<file path="src/rtl/pot_pkg.sv">
package pot_pkg;

   // word layout, sent msb first
   localparam int WORD_BITS = 16;
   localparam int DATA_BITS = 10;
   localparam int CMD_LSB = 10;
   localparam int CMD_MSB = 13;
   localparam int CNT_BITS = 4;

   localparam logic [9:0] WIPER_MIDSCALE = 10'h200;
   localparam logic [15:0] SHIFT_RESET = 16'h0000;
   localparam logic [5:0] READBACK_PAD = 6'h00;

   localparam logic [3:0] CMD_NOP = 4'h0;
   localparam logic [3:0] CMD_WRITE_WIPER = 4'h1;
   localparam logic [3:0] CMD_READ_WIPER = 4'h2;

   // execution times; the part leaves them open, so these are defaults
   localparam int CLK_MHZ = 40;
   localparam int EXEC_WRITE_NS = 100;
   localparam int EXEC_READ_NS = 100;
   localparam int EXEC_WRITE_CYC = (EXEC_WRITE_NS * CLK_MHZ + 999) / 1000;
   localparam int EXEC_READ_CYC = (EXEC_READ_NS * CLK_MHZ + 999) / 1000;
   localparam int BUSY_BITS = 5;

   // open-drain pin as seen by the module: oe_n low means pulling low
   typedef struct packed {
      logic out;
      logic oe_n;
   } od_pin_s;

endpackage : pot_pkg

</file>
<file path="src/rtl/pot_serial_frame_interface.sv">
// Behaviour
// - rising edge of hardware reset pin loads wiper with midscale.
// - sixteen-bit shift register captures data input on falling serial clock.
// - frame starts with frame sync low; shifting only while it is low.
// - frame sync rise after sixteenth edge decodes and applies the word.
// - frame sync rise before sixteen edges aborts; no register changes.
// - shift register contents leave on serial output for chain or readback.
// - serial output is open drain, pulling low only.
// - ready output is open drain and returns high when command finishes.
// - word is msb first: two zero bits, four command, ten data bits.
// - clock edges are counted modulo sixteen, so 32-bit frames work.
// - two chained devices take 32 bits; last sixteen stay here.
// - after readback, wiper contents leave on the next frame.
`timescale 1ns/1ps
module pot_serial_frame_interface (
   // clock and reset
   input wire logic clk,
   input wire logic rst,
   // host pins, asynchronous to clk
   input wire logic sclk,
   input wire logic sync_n,
   input wire logic din,
   input wire logic hw_reset_n,
   // open-drain outputs
   output pot_pkg::od_pin_s serial_out_od,
   output pot_pkg::od_pin_s ready_od,
   // wiper position to the resistor network
   output logic [pot_pkg::DATA_BITS-1:0] wiper_position_reg
);
   import pot_pkg::*;

   ////////////////////////////////////////////////////////////////////////
   // pin synchronisers: bit 0 sclk, 1 sync_n, 2 din, 3 hw_reset_n
   logic [3:0] pin_meta;
   logic [3:0] pin_sync;
   logic [3:0] pin_last;
   wire [3:0] pin_raw = {hw_reset_n, din, sync_n, sclk};

   always_ff @(posedge clk or posedge rst) begin
      if (rst) begin
         pin_meta <= 4'b1010;
         pin_sync <= 4'b1010;
         pin_last <= 4'b1010;
      end else begin
         pin_meta <= pin_raw;
         pin_sync <= pin_meta;
         pin_last <= pin_sync;
      end
   end

   wire sclk_fall = pin_last[0] & ~pin_sync[0];
   wire sclk_rise = ~pin_last[0] & pin_sync[0];
   wire sync_low = ~pin_sync[1];
   wire sync_fall = pin_last[1] & ~pin_sync[1];
   wire sync_rise = ~pin_last[1] & pin_sync[1];
   wire din_s = pin_sync[2];
   wire hrst_rise = ~pin_last[3] & pin_sync[3];

   ////////////////////////////////////////////////////////////////////////
   // shift register and edge counter
   logic [WORD_BITS-1:0] shreg;
   logic [CNT_BITS-1:0] bit_cnt;
   logic full_word;

   wire shift_en = sclk_fall & sync_low;
   // whole multiple of sixteen edges seen in this frame
   wire frame_ok = full_word & (bit_cnt == '0);
   wire [3:0] cmd = shreg[CMD_MSB:CMD_LSB];
   wire do_write = sync_rise & frame_ok & (cmd == CMD_WRITE_WIPER);
   wire do_read = sync_rise & frame_ok & (cmd == CMD_READ_WIPER);
   wire [WORD_BITS-1:0] readback_word = {READBACK_PAD, wiper_position_reg};
   wire [WORD_BITS-1:0] shifted = {shreg[WORD_BITS-2:0], din_s};
   wire [WORD_BITS-1:0] next_shreg = do_read ? readback_word :
                                     shift_en ? shifted : shreg;

   always_ff @(posedge clk or posedge rst) begin
      if (rst) begin
         shreg <= SHIFT_RESET;
      end else begin
         shreg <= next_shreg;
      end
   end

   always_ff @(posedge clk or posedge rst) begin
      if (rst) begin
         bit_cnt <= '0;
         full_word <= 1'b0;
      end else if (sync_fall) begin
         bit_cnt <= '0;
         full_word <= 1'b0;
      end else if (shift_en) begin
         bit_cnt <= bit_cnt + 4'd1;
         if (bit_cnt == 4'hf) begin
            full_word <= 1'b1;
         end
      end
   end

   ////////////////////////////////////////////////////////////////////////
   // wiper position; the reset pin wins over a write in the same cycle

   always_ff @(posedge clk or posedge rst) begin
      if (rst) begin
         wiper_position_reg <= WIPER_MIDSCALE;
      end else if (hrst_rise) begin
         wiper_position_reg <= WIPER_MIDSCALE;
      end else if (do_write) begin
         wiper_position_reg <= shreg[DATA_BITS-1:0];
      end
   end

   ////////////////////////////////////////////////////////////////////////
   // serial output: new bit on rising sclk so the next device can sample
   // it on the following falling edge; released outside frames

   always_ff @(posedge clk or posedge rst) begin
      if (rst) begin
         serial_out_od <= '{out: 1'b0, oe_n: 1'b1};
      end else if (!sync_low) begin
         serial_out_od <= '{out: 1'b0, oe_n: 1'b1};
      end else if (sync_fall | sclk_rise) begin
         serial_out_od <= '{out: 1'b0, oe_n: shreg[WORD_BITS-1]};
      end
   end

   ////////////////////////////////////////////////////////////////////////
   // ready: busy count runs from the frame end that starts a command
   logic [BUSY_BITS-1:0] busy_cnt;
   wire [BUSY_BITS-1:0] wr_cyc = BUSY_BITS'(EXEC_WRITE_CYC);
   wire [BUSY_BITS-1:0] rd_cyc = BUSY_BITS'(EXEC_READ_CYC);
   wire [BUSY_BITS-1:0] next_busy = do_read ? rd_cyc :
                                    (sync_rise & frame_ok) ? wr_cyc :
                                    (busy_cnt != '0) ? busy_cnt - 5'd1 :
                                    busy_cnt;

   always_ff @(posedge clk or posedge rst) begin
      if (rst) begin
         busy_cnt <= '0;
      end else begin
         busy_cnt <= next_busy;
      end
   end

   always_ff @(posedge clk or posedge rst) begin
      if (rst) begin
         ready_od <= '{out: 1'b0, oe_n: 1'b1};
      end else begin
         ready_od <= '{out: 1'b0, oe_n: (next_busy == '0)};
      end
   end

   ////////////////////////////////////////////////////////////////////////
   // checks

   a_midscale_load:
   assert property (@(posedge clk) disable iff (rst)
      hrst_rise |=> wiper_position_reg == WIPER_MIDSCALE)
      else $error("wiper not at midscale after reset pin rise");

   a_shift_capture:
   assert property (@(posedge clk) disable iff (rst)
      shift_en && !sync_rise |=>
         shreg == {$past(shreg[WORD_BITS-2:0]), $past(din_s)})
      else $error("shift register did not capture data input");

   a_idle_no_shift:
   assert property (@(posedge clk) disable iff (rst)
      sclk_fall && !sync_low && !sync_rise |=> $stable(shreg))
      else $error("shift register moved with frame sync high");

   a_apply_write:
   assert property (@(posedge clk) disable iff (rst)
      do_write && !hrst_rise |=>
         wiper_position_reg == $past(shreg[DATA_BITS-1:0]))
      else $error("complete write frame not applied");

   a_abort_keep:
   assert property (@(posedge clk) disable iff (rst)
      sync_rise && !frame_ok && !hrst_rise |=> $stable(wiper_position_reg))
      else $error("aborted frame changed the wiper");

   a_sdo_follow:
   assert property (@(posedge clk) disable iff (rst)
      sclk_rise && sync_low && !sync_fall |=>
         serial_out_od.oe_n == $past(shreg[WORD_BITS-1]))
      else $error("serial output does not follow shift register");

   a_sdo_drain:
   assert property (@(posedge clk) disable iff (rst)
      serial_out_od.out == 1'b0)
      else $error("serial output drives high");

   a_busy_ready:
   assert property (@(posedge clk) disable iff (rst)
      sync_rise && frame_ok |=> !ready_od.oe_n ##[1:20] ready_od.oe_n)
      else $error("ready not low then released after command");

   a_ready_drain:
   assert property (@(posedge clk) disable iff (rst)
      busy_cnt == '0 && !sync_rise |=> ready_od.oe_n && !ready_od.out)
      else $error("ready held low while idle");

   a_readback_load:
   assert property (@(posedge clk) disable iff (rst)
      do_read |=> shreg == {READBACK_PAD, $past(wiper_position_reg)})
      else $error("readback word not loaded");

endmodule : pot_serial_frame_interface

</file>
<file path="config.mk">
export PLATFORM = sky130hd
export DESIGN_NAME = pot_serial_frame_interface
export DESIGN_NICKNAME = d
export VERILOG_FILES = /design/src/rtl/pot_pkg.sv /design/src/rtl/pot_serial_frame_interface.sv
export SDC_FILE = /design/constraint.sdc
export NUM_CORES = 1
export LEC_CHECK = 0
export BUFFER_PORTS_ARGS = -buffer_cell sky130_fd_sc_hd__buf_2
export CAP_MARGIN = 25
export CORE_MARGIN = 10
export CORE_UTILIZATION = 25
export DETAILED_ROUTE_END_ITERATION = 10
export PLACE_DENSITY_LB_ADDON = 0.05
export SLEW_MARGIN = 15
export SYNTH_ARGS = -nofsm -noshare
export SYNTH_HDL_FRONTEND = slang
export SYNTH_SLANG_ARGS = --single-unit
export TNS_END_PERCENT = 30
</file>
<file path="constraint.sdc">
create_clock -name clk -period 2.2 [get_ports clk]
set_clock_uncertainty 0.2 [all_clocks]
set_input_delay 0.11 -clock clk [delete_from_list [all_inputs] [get_ports clk]]
set_output_delay 0.11 -clock clk [all_outputs]
set_load 0.1 [all_outputs]
</file>
Word-level counts from Yosys, hierarchy flattened:

Index checks and enable logic that the tools add are counted.

* flip-flop bits (word level): 51
* bits of input ports: 6
* output and inout bits: 14

* add/subtract/negate cells: 2
* eq/ne operators: 3
* muxes and demuxes: 14
* bitwise operators: 16
* reduce and logical (&&, ||, !) cells: 9

Operators by type and width (number)
* two-way mux 16 bit: 2
* two-way mux 10 bit: 2
* two-way mux 5 bit: 3
* bitwise AND 1 bit: 10
* nonzero test 2 bit: 5
* two-way mux 4 bit: 2
* zero test 5 bit: 1
* inverter 1 bit: 5
* nonzero test 5 bit: 1
* subtractor 5 x 1 -> 5 bit, second input constant: 1
* adder 4 x 1 -> 4 bit, second input constant: 1
* equality test 4 x 1 -> 1 bit, second input constant: 1
* equality test 4 x 2 -> 1 bit, second input constant: 1
* equality test 4 bit, second input constant: 1
* zero test 4 bit: 1
* two-way mux 2 bit: 2
* two-way mux 1 bit: 3
* AND reduction 2 bit: 1
* bitwise OR 1 bit: 1

Depth between registers and ports, before layout:

* depth in word-level cells: 6
* depth in mapped cells: 7

Least setup slack after synthesis:

No wires, ideal clock.

* path kind: reg2reg
* from: reg bit_cnt[0]
* to: reg wiper_position_reg[9] (netlist name)
* library setup time: 0.082 ns
* arrival time: 1.728 ns
* required time: 1.918 ns
* slack: 0.191 ns
* cell stages (with the launch flop): 7
* period minus slack after synthesis: 2.009 ns
* cell sequence: dfrtp_1 inv_1 ha_1 nand4bb_4 or4_4 buf_6 a211o_1

* word-level cells in the longest chain between the ends: 5

RTL lines
* from (decl): line pot_serial_frame_interface.sv:62 `logic [CNT_BITS-1:0] bit_cnt;`
* from (signal assigned): line pot_serial_frame_interface.sv:92 `bit_cnt <= bit_cnt + 4'd1;`
* zero test 4 bit: line pot_serial_frame_interface.sv:67 `wire frame_ok = full_word & (bit_cnt == '0);`
* bitwise AND 1 bit: line pot_serial_frame_interface.sv:67
* bitwise AND 1 bit (2 in series): line pot_serial_frame_interface.sv:69 `wire do_write = sync_rise & frame_ok & (cmd == CMD_WRITE_WIPER);`
* nonzero test 2 bit (no line)
* to (signal assigned): line pot_serial_frame_interface.sv:108 `wiper_position_reg <= shreg[DATA_BITS-1:0];`
* to (decl): line pot_serial_frame_interface.sv:28 `output logic [pot_pkg::DATA_BITS-1:0] wiper_position_reg`

Every way passes these cells.
A chain may end at the register's enable or synchronous reset.

Worst setup path in the final report:

* from: reg bit_cnt[1]
* to: reg wiper_position_reg[9] (netlist name)

Same word-level chain as after synthesis.

==> metrics.cfg <==
[route]
wire_per_inst_um=13.6
drt_iter0_drc=71
detail-route-antenna-nets=0
vias=1345
post-route-drc-count=0
viasPerCell=4.44
routed_wl_um=4120
dr.pass1.iters=3

[hold_path]
hold_class=reg2reg
holdPathStages=0
min_to=pin_sync[2]$_DFF_PP0_
min_from=pin_meta[2]$_DFF_PP0_

[clock_network]
cts_htree_levels=2
clock-sinks=49
cts_tree=done
post_cts.repair.setup_buffers=0
clkTransAtPathRegs_ns=0.09
numCtsBuffers=5
clock_latency_ns=0.29
cts_root_buf=clkbuf_8
cts_max_path_buffers=2

[synth]
yosysSeqAreaShare=0.601
yosysUniqueCellTypes=39
avgSynthCellArea_um2=12.3
syn-cell-area_mm2=0.00206
ys_warn_count=0
synthCells=167
synth_seq_cells=49

[finish]
diodes=0
final_cells=303
multiInputGateArea_um2=744
drive_above_1_share=0.253
largest_register_ff_count=16
ff_latch_area_mm2=0.00124
postLayoutCoreUtil=0.301
syn_to_final_growth_pct=18.2
nNetsFinal=206
fill_cells=878
final_cell_mix=40 x dfrtp_1, 20 x nor2_1, 17 x buf_2, 11 x mux2i_1
layout_commonest_cell=dfrtp_1

[timing]
min_period_over_period=0.953
setup_tns_ns=0
setup_violations=0
rsz0062_at_grt=false
hold_violations=0
setup_slack_ns=0.103
fin_crit_ns=2.10
max_freq_ghz=0.477
slew_viol_final=0

[setup_path]
crit_required_ns=2.23
crit_chain=inv_1 -> ha_1 -> nand4bb_4 -> or4_4 -> a211o_1
crit_path_start_kind=flip-flop
crit_arrival_ns=2.13
worst_setup_path_end_kind=flip-flop
critPathKind=reg2reg
worst-path-max-fanout=11
regToRegStartpoint=bit_cnt[1]$_DFFE_PP0P_
max_stage_delay_ns=0.67
slowest_stage=or4_4
cp_top_family=simple AND/OR/NAND/NOR gates
rr_worst_depth=5
reg2reg_to=wiper_position_reg[9]$_DFFE_PP1P_
worst-path-buf-inv=1
rrSetupSlack_ns=0.10

[global_route]
grt_max_degree=29
grt_usage=0.0713
grt_pass1_wl_um=7170
overflow=0
grt_pass1_vias=1432
grt_antenna_before_repair=0

[power]
leakagePower_nw=1.24
p_int_mw=1.27
power_frac_comb=0.085
swShare=0.244
vdd_drop_max_uv=348
share_clk_of_total_power=0.324
p_switching_mw=0.410
power_density_mw_per_mm2=692
pwr-share-seq=0.592

[die]
dieArea_mm2=0.0123
initial_utilization=0.254
die_y_um=111
core_mm2=0.00809
rows=33
die_w_um=111
ioPinCount=20

[place]
portBuffers=17
hpwlAfterDp_um=2990
place_ws_ns=0.111
dp.cells=290
place.gp.congestion=0.732

[run]
max_cap_violations=0

[status]
status=complete, no violations

[through the flow]
step | hold slack [ns] | area [um2] | power [mW]
after floorplan | -0.0855 | 2060 | 1.11
after global placement | -0.0428 | 2290 | 1.15
after detailed placement | -0.0359 | 2290 | 1.15
after CTS | 0.160 | 2430 | 1.73
after global routing | 0.168 | 2430 | 1.79
final | 0.154 | 2430 | 1.68
[synthesized netlist by cell type, drive strengths merged]
cell type  count  area, um2
dfrtp         40       1000
nor2          21       78.8
mux2i         11        110
inv           10       37.5
a21o           9       67.6
a22o           9       78.8
dfstp          9        236
buf            7       45.0
nand2b         5       31.3
nor3           5       25.0
o31ai          4       30.0
ha             3       37.5
mux2           3       33.8
nand2          3       11.3
xnor2          3       26.3
a21oi          2       10.0
a31oi          2       12.5
nor2b          2       12.5
nor4           2       18.8
xor2           2       17.5
a211o          1       8.76
a211oi         1       7.51
a22oi          1       7.51
a41oi          1       8.76
conb           1       3.75
nand3b         1       7.51
nand4          1       6.26
nand4bb        1       27.5
nor3b          1       12.5
o21ai          1       5.00
o21bai         1       7.51
o22ai          1       6.26
or2            1       6.26
or4            1       11.3
or4b           1       10.0
[worst max path at each step]
stage | start | end | slack (ns) | depth (start not counted)
finish | bit_cnt[1]$_DFFE_PP0P_ | wiper_position_reg[9]$_DFFE_PP1P_ | 0.10 | 5
global route | bit_cnt[0]$_DFFE_PP0P_ | wiper_position_reg[9]$_DFFE_PP1P_ | 0.01 | 5
CTS | bit_cnt[0]$_DFFE_PP0P_ | wiper_position_reg[9]$_DFFE_PP1P_ | 0.09 | 5
detailed placement | bit_cnt[0]$_DFFE_PP0P_ | wiper_position_reg[9]$_DFFE_PP1P_ | 0.11 | 5
global placement | bit_cnt[0]$_DFFE_PP0P_ | shreg[2]$_DFFE_PP0P_ | 0.13 | 6
floorplan | bit_cnt[0]$_DFFE_PP0P_ | wiper_position_reg[9]$_DFFE_PP1P_ | 0.19 | 6
[cell type report]
| class | instances | area share |
|---|---|---|
| tap | 105 | 0.0540 |
| clock inverter | 1 | 0.00309 |
| sequential | 49 | 0.509 |
| inverter | 10 | 0.0154 |
| multi-input combinational | 102 | 0.306 |
| timing repair buffer | 29 | 0.0772 |
| clock buffer | 7 | 0.0355 |
[metal layers]
metal | GRT usage | share of wire | vias to the layer above
met5 | 0 | 0 | -
met4 | 0.0339 | 0.021 | 0
met3 | 0.0233 | 0.033 | 8
met2 | 0.118 | 0.49 | 18
met1 | 0.0812 | 0.45 | 680
li1 | - | - | 639
[logic make-up (layout without fill, tap and decap cells)]
logic type,Yosys count,count (layout),share of synthesized area
AOI/OAI and AO/OA,33,33,0.122
buffers and inverters,17,47,0.0401
DFF,49,49,0.601
adders and majority gates,3,3,0.0182
other,1,2,0.00182
xor gates and xnor gates,5,5,0.0213
muxes,14,14,0.0699
and+or+nand+nor,45,45,0.126
[power groups by stage]
| stage | clock [mW] | sequential (mW) | combinational (mW) |
|---|---|---|---|
| after floorplan | 0 | 1.01 | 0.101 |
| after global placement | 0 | 1.01 | 0.135 |
| after detailed placement | 0 | 1.01 | 0.139 |
| after CTS | 0.588 | 0.996 | 0.146 |
| after global routing | 0.630 | 1.00 | 0.159 |
| final | 0.545 | 0.996 | 0.142 |
[what timing repair did]
action | in CTS | in global routing
endpoints found under the setup margin | 0 | 6
gates resized for setup | 0 | 1
hold buffers | 5 | 0
hold endpoints to repair | 53 | 0
(Power assumes the default switching activity.)
